<file path="src/rtl/dio_defs.svh">
`ifndef DIO_DEFS_SVH
`define DIO_DEFS_SVH

// Number of bidirectional rear-panel pins.
`define DIO_PINS 7
// Core clock rate in MHz.
`define DIO_CLK_MHZ 250
// Least low time of a valid clear pulse on pin 1, in ns.
`define DIO_CLEAR_MIN_NS 30000
// Least low time, rounded up to whole core clock cycles.
`define DIO_CLEAR_MIN_CYC ((`DIO_CLEAR_MIN_NS * `DIO_CLK_MHZ + 999) / 1000)
// Low time of the pulse that pin 1 sends, in ns.
`define DIO_PULSE_OUT_NS 30000
// Sent pulse width, rounded up to whole core clock cycles.
`define DIO_PULSE_OUT_CYC ((`DIO_PULSE_OUT_NS * `DIO_CLK_MHZ + 999) / 1000)
// Width of the PWM period and low-time settings.
`define DIO_PWM_W 32
// Width of the pin 1 pulse timer.
`define DIO_TMR_W 32
// Level of a released pin, pulled high outside.
`define DIO_IDLE_LEVEL 1'b1

`endif

</file>
<file path="src/rtl/dio_pkg.sv">
package dio_pkg;

    // Function selected for a pin.
    typedef enum logic [1:0] {
        DIO_FN_DEFAULT,
        DIO_FN_INPUT,
        DIO_FN_OUTPUT
    } dio_func_t;

    // Value chosen for a pin in output mode.
    typedef enum logic [1:0] {
        DIO_OUT_TRUE,
        DIO_OUT_FALSE,
        DIO_OUT_PWM
    } dio_out_t;

    // States of the pin 1 protection-clear sequencer.
    typedef enum logic [1:0] {
        DIO_P1_IDLE,
        DIO_P1_LOW,
        DIO_P1_PULSE
    } dio_p1_state_t;

endpackage

</file>
<file path="src/rtl/dio_pwm_if.sv">
`timescale 1ns/1ps
`default_nettype none
`include "dio_defs.svh"

// Settings into one PWM generator and its active phase back out.
interface dio_pwm_if;
    logic [`DIO_PWM_W-1:0] period;
    logic [`DIO_PWM_W-1:0] low_time;
    logic                  active;

    modport ctl (output period, output low_time, input active);
    modport gen (input period, input low_time, output active);
endinterface

`default_nettype wire

</file>
<file path="src/rtl/dio_pwm.sv">
`timescale 1ns/1ps
`default_nettype none
`include "dio_defs.svh"

module dio_pwm
    import dio_pkg::*;
(
    // Clock and reset.
    input wire logic core_clk,
    input wire logic rst,
    // Settings in, active phase out.
    dio_pwm_if.gen   bus
);

    logic [`DIO_PWM_W-1:0] cnt_q;
    logic [`DIO_PWM_W-1:0] cnt_d;
    logic                  act_q;
    logic                  act_d;

    // Period counter wraps at the period; active while below the low time.
    always_comb begin
        if ((bus.period == '0) || (cnt_q >= (`DIO_PWM_W)'(bus.period - 1'b1))) begin
            cnt_d = '0;
        end else begin
            cnt_d = (`DIO_PWM_W)'(cnt_q + 1'b1);
        end
        act_d = (bus.period != '0) && (cnt_d < bus.low_time);
    end

    // Register the counter and the phase.
    always_ff @(posedge core_clk) begin
        if (rst) begin
            cnt_q <= '0;
            act_q <= 1'b0;
        end else begin
            cnt_q <= cnt_d;
            act_q <= act_d;
        end
    end

    assign bus.active = act_q;

endmodule

`default_nettype wire

</file>
<file path="src/rtl/dio_top.sv">
`timescale 1ns/1ps
`default_nettype none
`include "dio_defs.svh"

// Overview of operation
// Input mode, normal polarity: report the pin level; open pin reads 1.
// Input mode, inverted polarity: report the inverse; open pin reads 0.
// Output True drives low, or high when inverted.
// Output False drives high, or low when inverted.
// PWM output drives a periodic wave from period and duty settings.
// Polarity setting inverts both sampled input and driven output.
// Pin 1 default function clears protection on a valid external pulse.
// A clear pulse must stay low at least 30 us; shorter ones are ignored.
// Pin 1 default function sends one pulse on output off-to-on after release.
// Every pulse is active low: high to low, then back high. With pin 1 polarity inverted, the code makes pin 1 pulses active high.
// Each pin offers default, input and output; output offers True, False, PWM.
// Normal polarity: PWM low part equals duty share of the period.
module dio_top
    import dio_pkg::*;
#(
    parameter int unsigned CLEAR_MIN_CYC = `DIO_CLEAR_MIN_CYC,
    parameter int unsigned PULSE_OUT_CYC = `DIO_PULSE_OUT_CYC
) (
    // Clock and reset.
    input  wire logic                  core_clk,
    input  wire logic                  rst,
    // Per-pin configuration.
    input  wire dio_func_t             pin_func     [`DIO_PINS],
    input  wire dio_out_t              pin_out_sel  [`DIO_PINS],
    input  wire logic [`DIO_PINS-1:0]  pin_invert,
    input  wire logic [`DIO_PWM_W-1:0] pwm_period   [`DIO_PINS],
    input  wire logic [`DIO_PWM_W-1:0] pwm_low_time [`DIO_PINS],
    // Instrument state seen by pin 1.
    input  wire logic                  prot_active,
    input  wire logic                  output_on,
    // Pins, split into input, output and enable.
    input  wire logic [`DIO_PINS-1:0]  pin_i,
    output logic      [`DIO_PINS-1:0]  pin_o,
    output logic      [`DIO_PINS-1:0]  pin_oe,
    // Results.
    output logic      [`DIO_PINS-1:0]  in_level,
    output logic                       prot_clear
);

    ////////////////////////////////////////////////////////////////////////////////
    // Input synchronisers and filtered levels.

    logic [`DIO_PINS-1:0] s1_q, s2_q, s3_q, filt_q;
    logic [`DIO_PINS-1:0] s1_d, s2_d, s3_d, filt_d;

    // A change is taken once the second and third stages agree.
    always_comb begin
        s1_d   = pin_i;
        s2_d   = s1_q;
        s3_d   = s2_q;
        filt_d = filt_q;
        for (int k = 0; k < `DIO_PINS; k++) begin
            if (s2_q[k] == s3_q[k]) begin
                filt_d[k] = s3_q[k];
            end
        end
    end

    // Stages start at the pulled-up idle level.
    always_ff @(posedge core_clk) begin
        if (rst) begin
            s1_q   <= {`DIO_PINS{`DIO_IDLE_LEVEL}};
            s2_q   <= {`DIO_PINS{`DIO_IDLE_LEVEL}};
            s3_q   <= {`DIO_PINS{`DIO_IDLE_LEVEL}};
            filt_q <= {`DIO_PINS{`DIO_IDLE_LEVEL}};
        end else begin
            s1_q   <= s1_d;
            s2_q   <= s2_d;
            s3_q   <= s3_d;
            filt_q <= filt_d;
        end
    end

    ////////////////////////////////////////////////////////////////////////////////
    // Pin 1 protection-clear sequencer.

    dio_p1_state_t             p1_q, p1_d;
    logic [`DIO_TMR_W-1:0]     tmr_q, tmr_d;
    logic                      on_q, on_d;
    logic                      req_q, req_d;
    logic                      clr_q, clr_d;
    logic                      p1_active;
    logic                      p1_deflt;

    // Active input level is low, or high when the polarity is inverted.
    assign p1_active = (filt_q[0] ^ pin_invert[0]) == 1'b0;
    assign p1_deflt  = (pin_func[0] == DIO_FN_DEFAULT);

    // Measures incoming low time and times the pulse that pin 1 sends.
    always_comb begin
        p1_d  = p1_q;
        tmr_d = tmr_q;
        on_d  = output_on;
        req_d = req_q;
        clr_d = 1'b0;
        // Off-to-on with protection released asks for one pulse.
        if (p1_deflt && output_on && !on_q && !prot_active) begin
            req_d = 1'b1;
        end
        case (p1_q)
            DIO_P1_IDLE: begin
                tmr_d = '0;
                if (!p1_deflt) begin
                    req_d = 1'b0;
                end else if (req_q) begin
                    req_d = 1'b0;
                    p1_d  = DIO_P1_PULSE;
                end else if (p1_active) begin
                    // The first filtered low cycle already counts towards the minimum width.
                    p1_d  = DIO_P1_LOW;
                    tmr_d = (`DIO_TMR_W)'(1);
                end
            end
            DIO_P1_LOW: begin
                if (tmr_q < CLEAR_MIN_CYC) begin
                    tmr_d = (`DIO_TMR_W)'(tmr_q + 1'b1);
                end
                if (!p1_deflt) begin
                    p1_d = DIO_P1_IDLE;
                end else if (!p1_active) begin
                    // Pulse ends on the return to the inactive level; short ones are dropped.
                    clr_d = prot_active && (tmr_q >= CLEAR_MIN_CYC);
                    p1_d  = DIO_P1_IDLE;
                end
            end
            DIO_P1_PULSE: begin
                tmr_d = (`DIO_TMR_W)'(tmr_q + 1'b1);
                if (!p1_deflt || (tmr_q >= PULSE_OUT_CYC - 1)) begin
                    p1_d = DIO_P1_IDLE;
                end
            end
            default: begin
                p1_d = DIO_P1_IDLE;
            end
        endcase
    end

    // Register the sequencer.
    always_ff @(posedge core_clk) begin
        if (rst) begin
            p1_q  <= DIO_P1_IDLE;
            tmr_q <= '0;
            on_q  <= 1'b0;
            req_q <= 1'b0;
            clr_q <= 1'b0;
        end else begin
            p1_q  <= p1_d;
            tmr_q <= tmr_d;
            on_q  <= on_d;
            req_q <= req_d;
            clr_q <= clr_d;
        end
    end

    assign prot_clear = clr_q;

    ////////////////////////////////////////////////////////////////////////////////
    // Per-pin PWM, output drive and reported level.

    logic [`DIO_PINS-1:0] po_q, po_d, oe_q, oe_d, lvl_q, lvl_d;

    for (genvar i = 0; i < `DIO_PINS; i++) begin : g_pin
        dio_pwm_if pwm_bus ();

        assign pwm_bus.period   = pwm_period[i];
        assign pwm_bus.low_time = pwm_low_time[i];

        dio_pwm u_pwm (
            .core_clk (core_clk),
            .rst      (rst),
            .bus      (pwm_bus.gen)
        );

        // Output True is low unless inverted; pin 1 pulse drives active level.
        always_comb begin
            lvl_d[i] = filt_q[i] ^ pin_invert[i];
            po_d[i]  = `DIO_IDLE_LEVEL;
            oe_d[i]  = 1'b0;
            case (pin_func[i])
                DIO_FN_OUTPUT: begin
                    oe_d[i] = 1'b1;
                    case (pin_out_sel[i])
                        DIO_OUT_TRUE:  po_d[i] = pin_invert[i];
                        DIO_OUT_FALSE: po_d[i] = ~pin_invert[i];
                        DIO_OUT_PWM:   po_d[i] = ~pwm_bus.active ^ pin_invert[i];
                        default:       po_d[i] = ~pin_invert[i];
                    endcase
                end
                DIO_FN_DEFAULT: begin
                    if ((i == 0) && (p1_q == DIO_P1_PULSE)) begin
                        oe_d[i] = 1'b1;
                        po_d[i] = pin_invert[i];
                    end
                end
                default: begin
                    oe_d[i] = 1'b0;
                end
            endcase
        end
    end

    // Register the pin drive and reported levels.
    always_ff @(posedge core_clk) begin
        if (rst) begin
            po_q  <= {`DIO_PINS{`DIO_IDLE_LEVEL}};
            oe_q  <= '0;
            lvl_q <= '0;
        end else begin
            po_q  <= po_d;
            oe_q  <= oe_d;
            lvl_q <= lvl_d;
        end
    end

    assign pin_o    = po_q;
    assign pin_oe   = oe_q;
    assign in_level = lvl_q;

endmodule

`default_nettype wire

</file>
<file path="config.mk">
export PLATFORM = sky130hd
export DESIGN_NAME = dio_top
export DESIGN_NICKNAME = d
export VERILOG_FILES = /design/src/rtl/dio_pkg.sv /design/src/rtl/dio_pwm_if.sv /design/src/rtl/dio_pwm.sv /design/src/rtl/dio_top.sv
export VERILOG_INCLUDE_DIRS = /design/src /design/src/rtl
export SDC_FILE = /design/constraint.sdc
export NUM_CORES = 1
export LEC_CHECK = 0
export BUFFER_PORTS_ARGS = -buffer_cell sky130_fd_sc_hd__buf_2
export CAP_MARGIN = 0
export CORE_ASPECT_RATIO = 1.25
export CORE_UTILIZATION = 55
export CTS_BUF_LIST = sky130_fd_sc_hd__clkbuf_8
export CTS_CLUSTER_SIZE = 10
export DETAILED_ROUTE_END_ITERATION = 7
export GPL_TIMING_DRIVEN = 0
export PLACE_DENSITY = 0.84
export SETUP_SLACK_MARGIN = 0.1
export SLEW_MARGIN = 20
export SYNTH_ARGS = -nofsm -noshare
export SYNTH_HDL_FRONTEND = slang
export SYNTH_SLANG_ARGS = --single-unit
</file>
<file path="constraint.sdc">
create_clock -name core_clk -period 7.15 [get_ports core_clk]
set_input_delay 0.715 -clock core_clk [delete_from_list [all_inputs] [get_ports core_clk]]
set_output_delay 0.715 -clock core_clk [all_outputs]
set_load 0.01 [all_outputs]
</file>
==> impl_metrics.env, run 1 <==
export IMPL_fin_crit_ns=6.87
export IMPL_slew_viol_final=0
export IMPL_vias=28102
export IMPL_synth_flop_cell="dfxtp_1"
export IMPL_grt_pass1_vias=27455
export IMPL_drt_total_wl_mm=82.5
export IMPL_drt_iter0_markers=1398
export IMPL_fmax_ghz=0.146
export IMPL_rrSetupSlack_ns=2.27
export IMPL_grtUsageTotal_pct=30.9
export IMPL_root_buffer="clkbuf_8"
export IMPL_post_dp_hpwl_mm=68.2
export IMPL_power_density_mw_per_mm2=133
export IMPL_async_flop_share_pct=0
export IMPL_synthesis_nets=4618
export IMPL_synth_edff_count=0
export IMPL_row_count=92
export IMPL_grt_pass1_wl_mm=129
export IMPL_drtPass1Iterations=7
export IMPL_ant_nets=0
export IMPL_hold_viol_final=0
export IMPL_ys_types=69
export IMPL_die_width_um=205
export IMPL_synthCells=3656
export IMPL_tritoncts="done"
export IMPL_syn_area_per_cell_um2=7.72
export IMPL_clkLatencyLatePin_ns=0.66
export IMPL_cp_max_fo=10
export IMPL_hp_class="primary input to register"
export IMPL_final_common_cell="nor2_1"
export IMPL_area_delta_synth_final_pct=16.7
export IMPL_rsz0062_at_grt="false"
export IMPL_dieArea_mm2=0.0522
export IMPL_mostFrequentLayoutCells="nor2_1 (626), buf_2 (520), ha_1 (468), dfxtp_1 (317), inv_1 (305)"
export IMPL_status="completed"
export IMPL_cts_buffers=55
export IMPL_numClockSinks=317
export IMPL_startpoint_type="primary input"
export IMPL_crit_type="primary input to register"
export IMPL_dp_worst_setup_slack_ns=-0.297
export IMPL_layout_nets=5189
export IMPL_vias_per_cell=5.69
export IMPL_ioPinCount=516
export IMPL_endpoint_kind="register"
export IMPL_worst_slew_pin_slew_ns=1.11
export IMPL_start_util_pct=55.8
export IMPL_placed_area_mm2=0.0316
export IMPL_clk_pin_slew_worst_paths_ns=0.07
export IMPL_io_buffers=514
export IMPL_yosys_warnings=0
export IMPL_grt_max_degree=15
export IMPL_clockBufferDepth=3
export IMPL_finClkSkew_ns=0.0437
export IMPL_gp_congestion=0.961
export IMPL_wl_per_cell_um=16.7
export IMPL_synth_seq_cells=317
export IMPL_coreArea_mm2=0.0505
export IMPL_layout_drive_gt1_share_pct=15.6
export IMPL_setup_violations=0
export IMPL_utilization_pct=65.1
export IMPL_period_share_pct=96.0
export IMPL_htreeDepth=2
export IMPL_peakVddDrop_uv=129
export IMPL_grt_ovfl_total=0
export IMPL_crit_arrival_ns=7.41
export IMPL_syn_area_mm2=0.0282
export IMPL_cp_required_ns=7.69
export IMPL_timing_final_ws_setup_ns=0.283
export IMPL_antenna_found_initial=25
export IMPL_drc=0
export IMPL_ys_seq_area_share_pct=22.5
export IMPL_max_cap_violations=0
export IMPL_relSlewSlack_pct=26.1
export IMPL_dp_cells=4828
export IMPL_final_cells=4943
export IMPL_leakagePower_nw=15.7
export IMPL_fin_area_mm2=0.0329
export IMPL_die_y_um=255
logic make-up after synthesis:
group           share of synthesized area [%]
compound gates                           9.13
simple gates                             28.4
flops                                    22.5
xor+xnor                                 14.2
buf+inv                                  4.99
fa+ha+maj                                20.8
state kept, by name, indices dropped and copies added, names as in the netlist, 7 cells and up:
| register | flops |
|---|---|
| g_pin.u_pwm.cnt_q | 224 |
| filt_q | 7 |
| s1_q | 7 |
| g_pin.u_pwm.bus.active | 7 |
| pin_o | 7 |
| tmr_q | 32 |
| s3_q | 7 |
| s2_q | 7 |
| pin_oe | 7 |
| in_level | 7 |
cell usage after synthesis, types with 30 or more instances:
master      n  area share [%]
dfxtp_1   317              22
nand2b_1   30            0.67
clkbuf_1   61            0.81
nor3_1    179             3.2
nor2_1    626             8.3
xnor2_1   245             7.6
o21ai_0    81             1.4
or2_2      34            0.75
and3_1     49             1.1
ha_1      468              21
a21o_1     58             1.5
nand2_1   206             2.7
or4_1      33            0.88
nand3_1   145             2.6
xor2_1    213             6.6
a21oi_1   136             2.4
and4_1     33             1.0
nor4_1     68             1.5
nand4_1   131             2.9
inv_1     290             3.9
critical path, cell delays in order:
cell and delay [ns]:
buf_2 0.13, or4_1 0.58, or4_1 0.51, nor2_1 0.31, nand4_1 0.29, nand2b_1 0.27
nor4_1 0.26, xnor2_1 0.13, ha_1 0.31, nand4_1 0.12, nor4_1 0.45, a221oi_1 0.15
o211ai_1 0.17, a41o_1 0.24, clkbuf_1 0.46, nor2_1 0.16, ha_1 0.33, nand4_1 0.19
nor4_1 0.62, o211ai_1 0.19, or2_2 0.39, and3_1 0.18, o211ai_1 0.14, a211oi_1 0.09
layer usage:
layer,global-route usage [%],routed length (um)
met5,0,143
met4,20.7,5440
met3,5.72,4990
met2,55.8,40000
met1,32.3,31900
what timing repair did:
item / 4_1_cts / 5_1_grt
setup endpoints to repair: 0 / 1
hold buffers: 0 / 0
resized for setup: 0 / 7
setup buffers: 0 / 0
worst paths after layout:
check                                                        start                                   end  cells past startpoint
worst max-delay path                               pwm_period[163]  g_pin[1].u_pwm.bus.active$_SDFF_PP0_                     24
worst min-delay path                                   pin_func[6]                  pin_oe[3]$_SDFF_PP0_                      2
worst max register to register  g_pin[4].u_pwm.cnt_q[0]$_SDFF_PP0_  g_pin[4].u_pwm.bus.active$_SDFF_PP0_                     18
worst min register to register                  s1_q[6]$_SDFF_PP1_                    s2_q[6]$_SDFF_PP1_                      1
stage by stage:
stage | hold WS (ns) | power, mW | setup TNS (ns)
final | 0.224 | 4.38 | 0
after global routing | 0.206 | 4.56 | 0
after CTS | 0.190 | 4.41 | 0
after detailed placement | 0.396 | 2.51 | -0.524
after global placement | 0.391 | 2.50 | -0.432
after floorplan | 0.389 | 2.19 | 0
final cells by class:
| class | count | area (um2) |
|---|---|---|
| repair buffers | 514 | 2570 |
| diodes | 15 | 37.5 |
| inverters | 290 | 1090 |
| multi-input cells | 2974 | 20500 |
| well taps | 658 | 823 |
| plain buffers | 75 | 324 |
| clock inverters | 31 | 305 |
| fillers | 4367 | 17600 |
| flip-flops and latches | 317 | 6350 |
| clock buffers | 69 | 950 |
power by group:
part	leakage, nW	switching (mW)	total [mW]	internal (mW)
combinational	12.5	0.375	0.666	0.291
sequential	2.57	0.0248	1.82	1.79
clock	0.692	0.810	1.90	1.09
Power figures use the tool's default switching activity.
==> inputs of run 2 (changes only) <==
--- a/config.mk
+++ b/config.mk
@@ -9,6 +9,7 @@
 export BUFFER_PORTS_ARGS = -buffer_cell sky130_fd_sc_hd__buf_2
 export CAP_MARGIN = 0
 export CORE_ASPECT_RATIO = 1.25
+export CORE_MARGIN = 2
 export CORE_UTILIZATION = 55
 export CTS_BUF_LIST = sky130_fd_sc_hd__clkbuf_8
 export CTS_CLUSTER_SIZE = 10
==> impl_metrics.env, run 2 (synthesis gave the netlist of run 1 again) <==
export IMPL_drtPass1Iterations=7
export IMPL_drt_iter0_markers=1581
export IMPL_hold_viol_final=0
export IMPL_grt_ovfl_total=0
export IMPL_tritoncts="done"
export IMPL_setup_violations=0
export IMPL_rsz0062_at_grt="true"
export IMPL_final_common_cell="nor2_1"
export IMPL_drc=0
export IMPL_cts_buffers=54
export IMPL_power_density_mw_per_mm2=133
export IMPL_die_y_um=257
export IMPL_clockBufferDepth=3
export IMPL_grtUsageTotal_pct=31.0
export IMPL_io_buffers=514
export IMPL_peakVddDrop_uv=164
export IMPL_reg2reg_depth=18
export IMPL_htreeDepth=2
export IMPL_wl_per_cell_um=16.9
export IMPL_largest_register_ffs=224
export IMPL_clk_pin_slew_worst_paths_ns=0.07
export IMPL_vias_per_cell=5.69
export IMPL_fmax_ghz=0.146
export IMPL_coreArea_mm2=0.0505
export IMPL_period_share_pct=95.6
export IMPL_hp_class="primary input to register"
export IMPL_grt_pass1_wl_mm=133
export IMPL_clkLatencyLatePin_ns=0.66
export IMPL_dieArea_mm2=0.0531
export IMPL_post_dp_hpwl_mm=69.0
export IMPL_hold_path_end="pin_oe[6]$_SDFF_PP0_"
export IMPL_ioPinCount=516
export IMPL_crit_arrival_ns=7.36
export IMPL_r2r_start="g_pin[2].u_pwm.cnt_q[2]$_SDFF_PP0_"
export IMPL_hold_depth=2
export IMPL_slew_viol_final=0
export IMPL_grt_pass1_vias=28059
export IMPL_dp_worst_setup_slack_ns=-0.375
export IMPL_cp_required_ns=7.67
export IMPL_layout_drive_gt1_share_pct=15.7
export IMPL_root_buffer="clkbuf_8"
export IMPL_final_cells=4945
export IMPL_crit_type="primary input to register"
export IMPL_crit_buf_inv=2
export IMPL_worstReg2RegEnd="g_pin[2].u_pwm.bus.active$_SDFF_PP0_"
export IMPL_p_total_mw=4.38
export IMPL_grt_max_degree=14
export IMPL_top_regs="g_pin.u_pwm.cnt_q: 224 flops, tmr_q: 32 flops"
export IMPL_crit_family="simple AND/OR/NAND/NOR gates"
export IMPL_cpPeakStageDelay_ns=0.58
export IMPL_die_width_um=207
export IMPL_startpoint_type="primary input"
export IMPL_cp_startpoint="pwm_period[163]"
export IMPL_layout_nets=5188
export IMPL_leakagePower_nw=15.7
export IMPL_regMostFlops="g_pin.u_pwm.cnt_q"
export IMPL_area_delta_synth_final_pct=16.6
export IMPL_cp_max_fo=10
export IMPL_antenna_found_initial=29
export IMPL_vias=28128
export IMPL_hp_start="pin_func[0]"
export IMPL_drt_total_wl_mm=83.4
export IMPL_row_count=92
export IMPL_holdWs_ns=0.222
export IMPL_ant_nets=0
export IMPL_mostFrequentLayoutCells="nor2_1 (626), buf_2 (520), ha_1 (468), dfxtp_1 (317), inv_1 (301)"
export IMPL_gp_congestion=0.958
export IMPL_utilization_pct=65.1
export IMPL_max_cap_violations=0
export IMPL_finClkSkew_ns=0.0348
export IMPL_worst_slew_pin_slew_ns=1.18
export IMPL_fin_crit_ns=6.84
export IMPL_path_cells="buf_2, or4_1, or4_1, nor2_1, nand4_1, nand2b_1, nor4_1, xnor2_1, ha_1, nand4_1, nor4_1, a221oi_1, o211ai_1, a41o_1, clkbuf_1, nor2_1, ha_1, nand4_1, nor4_2, o211ai_1, or2_2, and3_1, o211ai_1, a211oi_1"
export IMPL_numClockSinks=317
export IMPL_dp_cells=4828
export IMPL_start_util_pct=55.8
export IMPL_endpoint_kind="register"
export IMPL_rrSetupSlack_ns=2.30
export IMPL_relSlewSlack_pct=20.5
export IMPL_timing_final_ws_setup_ns=0.312
export IMPL_status="completed"
export IMPL_slowest_stage="or4_1"
run 2: per-stage QoR:
step / cell area [um2] / TNS [ns]
floorplan: 28200 / 0
CTS: 32800 / 0
finish: 32900 / 0
global placement: 31600 / -0.429
global route: 32900 / 0
detailed placement: 31600 / -0.640
run 2: report_power, final:
| part | switching, mW | internal (mW) |
|---|---|---|
| Combinational | 0.376 | 0.290 |
| Sequential | 0.0240 | 1.79 |
| Clock | 0.840 | 1.05 |
| Total | 1.24 | 3.14 |
run 2: what timing repair did:
| item | CTS | global route |
|---|---|---|
| hold endpoints to repair | 0 | 0 |
| setup buffers | 0 | 0 |
| setup endpoints to repair | 0 | 2 |
| hold buffers | 0 | 0 |
| gates resized for setup | 0 | 7 |
run 2: area by class of cell:
type | instances | area, um2
plain buffers | 75 | 323
multi-input cells | 2974 | 20500
clock inverters | 38 | 367
flip-flops and latches | 317 | 6350
fillers | 4353 | 17600
repair buffers | 514 | 2570
diodes | 17 | 42.5
clock buffers | 62 | 853
well taps | 658 | 823
inverters | 290 | 1090
run 2: worst reg2reg max path, cell delays in order, from the launching register on:
cell and delay (ns):
dfxtp_1 0.44, ha_1 0.28, a211o_1 0.29, a31oi_1 0.15
nor3_1 0.07, o31a_1 0.28, o31a_1 0.32, or3_1 0.38
clkbuf_1 0.23, clkbuf_1 0.29, nor2_1 0.20, ha_1 0.26
a211oi_1 0.23, o21ai_0 0.14, a31o_2 0.25, a211o_1 0.30
a211oi_1 0.38, o2111ai_1 0.19, nand2_1 0.13
run 2: layer usage:
metal | part of all wire, % | vias up | global-route usage, %
met3 | 6.4 | 316 | 6.05
met1 | 38 | 12855 | 33.6
met2 | 49 | 966 | 55.0
li1 | - | 13971 | -
met4 | 6.3 | 20 | 18.7
met5 | 0.15 | - | 0
run 2: worst max path at each step:
stage	end	slack (ns)	cells after the start
after floorplan	g_pin[4].u_pwm.bus.active$_SDFF_PP0_	1.16	24
after global placement	g_pin[4].u_pwm.bus.active$_SDFF_PP0_	-0.30	25
after detailed placement	g_pin[4].u_pwm.bus.active$_SDFF_PP0_	-0.37	26
after CTS	g_pin[1].u_pwm.bus.active$_SDFF_PP0_	0.30	24
after global routing	g_pin[4].u_pwm.bus.active$_SDFF_PP0_	0.09	26
final	g_pin[1].u_pwm.bus.active$_SDFF_PP0_	0.31	24
==> inputs of run 3 (changes only) <==
--- a/config.mk
+++ b/config.mk
@@ -17,7 +17,6 @@
 export GPL_TIMING_DRIVEN = 0
 export PLACE_DENSITY = 0.84
 export SETUP_SLACK_MARGIN = 0.1
-export SLEW_MARGIN = 20
 export SYNTH_ARGS = -nofsm -noshare
 export SYNTH_HDL_FRONTEND = slang
 export SYNTH_SLANG_ARGS = --single-unit
==> constraint.sdc (replaced) <==
create_clock -name core_clk -period 6.8 [get_ports core_clk]
set_input_delay 0.68 -clock core_clk [delete_from_list [all_inputs] [get_ports core_clk]]
set_output_delay 0.68 -clock core_clk [all_outputs]
set_load 0.01 [all_outputs]
==> impl_metrics.env, run 3 (synthesis gave the netlist of run 1 again) <==
export IMPL_layout_drive_gt1_share_pct=15.9
export IMPL_hold_viol_final=0
export IMPL_top_regs="g_pin.u_pwm.cnt_q: 224 flops, tmr_q: 32 flops"
export IMPL_die_y_um=257
export IMPL_cpPeakStageDelay_ns=0.58
export IMPL_row_count=92
export IMPL_largest_register_ffs=224
export IMPL_peakVddDrop_uv=224
export IMPL_grtUsageTotal_pct=31.0
export IMPL_multi_input_area_mm2=0.0205
export IMPL_crit_arrival_ns=6.92
export IMPL_grt_pass1_wl_mm=133
export IMPL_max_cap_violations=0
export IMPL_relSlewSlack_pct=7.62
export IMPL_clockBufferDepth=3
export IMPL_path_cells="buf_2, or4_1, or4_1, nor2_1, nand4_1, nand2b_1, nor4_1, xnor2_1, ha_1, nand4_1, nor4_1, a221oi_1, o211ai_1, a41o_1, clkbuf_2, nor2_1, ha_1, nand4_1, nor4_2, o211ai_1, or2_2, and3_1, o211ai_1, a211oi_1"
export IMPL_final_cells=4946
export IMPL_dieArea_mm2=0.0531
export IMPL_leakagePower_nw=15.8
export IMPL_post_dp_hpwl_mm=68.9
export IMPL_rrSetupSlack_ns=1.94
export IMPL_timing_final_ws_setup_ns=0.407
export IMPL_period_share_pct=94.0
export IMPL_io_buffers=514
export IMPL_gp_congestion=0.958
export IMPL_start_util_pct=55.8
export IMPL_drtPass1Iterations=5
export IMPL_num_fill_cells=4324
export IMPL_cp_required_ns=7.32
export IMPL_worst_slew_pin_slew_ns=1.39
export IMPL_startpoint_type="primary input"
export IMPL_cp_max_fo=10
export IMPL_grt_pass1_vias=28157
export IMPL_finClkSkew_ns=0.0436
export IMPL_vias_per_cell=5.69
export IMPL_drt_iter0_markers=1684
export IMPL_htreeDepth=2
export IMPL_postCtsSetupRepairBufs=0
export IMPL_regMostFlops="g_pin.u_pwm.cnt_q"
export IMPL_mostFrequentLayoutCells="nor2_1 (625), buf_2 (520), ha_1 (468), dfxtp_1 (317), inv_1 (299)"
export IMPL_slowest_stage="or4_1"
export IMPL_vias=28119
export IMPL_power_density_mw_per_mm2=141
export IMPL_drc=0
export IMPL_area_delta_synth_final_pct=16.8
export IMPL_ant_nets=0
export IMPL_setup_violations=0
export IMPL_seq_area_mm2=0.00635
export IMPL_ioPinCount=516
export IMPL_endpoint_kind="register"
export IMPL_root_buffer="clkbuf_8"
export IMPL_grt_ovfl_total=0
export IMPL_cts_hold_buf=0
export IMPL_tritoncts="done"
export IMPL_clkLatencyLatePin_ns=0.68
export IMPL_final_common_cell="nor2_1"
export IMPL_clk_pin_slew_worst_paths_ns=0.06
export IMPL_coreArea_mm2=0.0505
export IMPL_rsz0062_at_grt="true"
export IMPL_cts_buffers=55
export IMPL_grt_max_degree=15
export IMPL_wl_per_cell_um=16.9
export IMPL_dp_cells=4828
export IMPL_fmax_ghz=0.156
export IMPL_antenna_found_initial=29
export IMPL_dp_worst_setup_slack_ns=-0.695
export IMPL_hp_class="primary input to register"
export IMPL_numClockSinks=317
export IMPL_die_width_um=207
export IMPL_layout_nets=5189
export IMPL_holdWs_ns=0.177
export IMPL_crit_type="primary input to register"
export IMPL_fin_crit_ns=6.39
export IMPL_status="completed"
export IMPL_drt_total_wl_mm=83.5
export IMPL_slew_viol_final=0
## run 3: cell types whose count changed in the layout (fill, tap and decap cells not counted), sizes merged
cell	before	now
clkbuf	123	129
inv	302	300
bufinv	7	6
clkinvlp	3	2
diode	17	16
## run 3: critical path, delay by kind of cell
family          cells  cell delay [ns]
fa+ha+maj           2             0.62
buf+inv             2             0.46
xor+xnor            1             0.15
simple gates       13             4.03
compound gates      6             0.98
## run 3: final cells by class
class / instances / area share (%)
Multi-Input combinational cell: 2974 / 62.2
Buffer: 75 / 0.991
Antenna cell: 16 / 0.121
Sequential cell: 317 / 19.3
Timing Repair Buffer: 514 / 7.81
Clock buffer: 68 / 2.84
Tap cell: 658 / 2.50
Clock inverter: 34 / 0.983
Inverter: 290 / 3.30
## run 3: per-layer routing
layer  up-vias  share of wire (%)  GRT usage (%)
met3       313                6.6           6.19
li1      13975                  -              -
met2       934                 49           54.8
met5         -               0.17              0
met4        24                6.3           19.1
met1     12873                 38           33.7
## run 3: final timing paths
check	startpoint	to	depth (start not counted)
worst max-delay path	pwm_period[163]	g_pin[1].u_pwm.bus.active$_SDFF_PP0_	24
worst min-delay path	pin_func[0]	pin_oe[6]$_SDFF_PP0_	2
worst max register to register	g_pin[2].u_pwm.cnt_q[2]$_SDFF_PP0_	g_pin[2].u_pwm.bus.active$_SDFF_PP0_	18
worst min register to register	s1_q[5]$_SDFF_PP1_	s2_q[5]$_SDFF_PP1_	1
## run 3: repair_timing
action / CTS / global route
pin swaps: 0 / 0
setup endpoints to repair: 1 / 3
gates resized for setup: 2 / 17
## run 3: power by group
| group | total [mW] | switching [mW] | internal [mW] | leakage (nW) |
|---|---|---|---|---|
| logic | 0.702 | 0.397 | 0.305 | 12.5 |
| clock network | 2.02 | 0.881 | 1.14 | 0.691 |
| registers | 1.91 | 0.0254 | 1.88 | 2.57 |
| total | 4.63 | 1.30 | 3.33 | 15.8 |
## run 3: metrics by stage
step / cell area, um2 / util, % / power [mW] / setup TNS [ns]
after floorplan: 28200 / - / 2.31 / 0
after global placement: 31600 / 62.6 / 2.62 / -1.30
after detailed placement: 31600 / 62.6 / 2.64 / -1.69
after CTS: 32900 / 65.1 / 4.66 / 0
after global routing: 32900 / 65.2 / 4.83 / 0
final: 33000 / 65.2 / 4.63 / 0
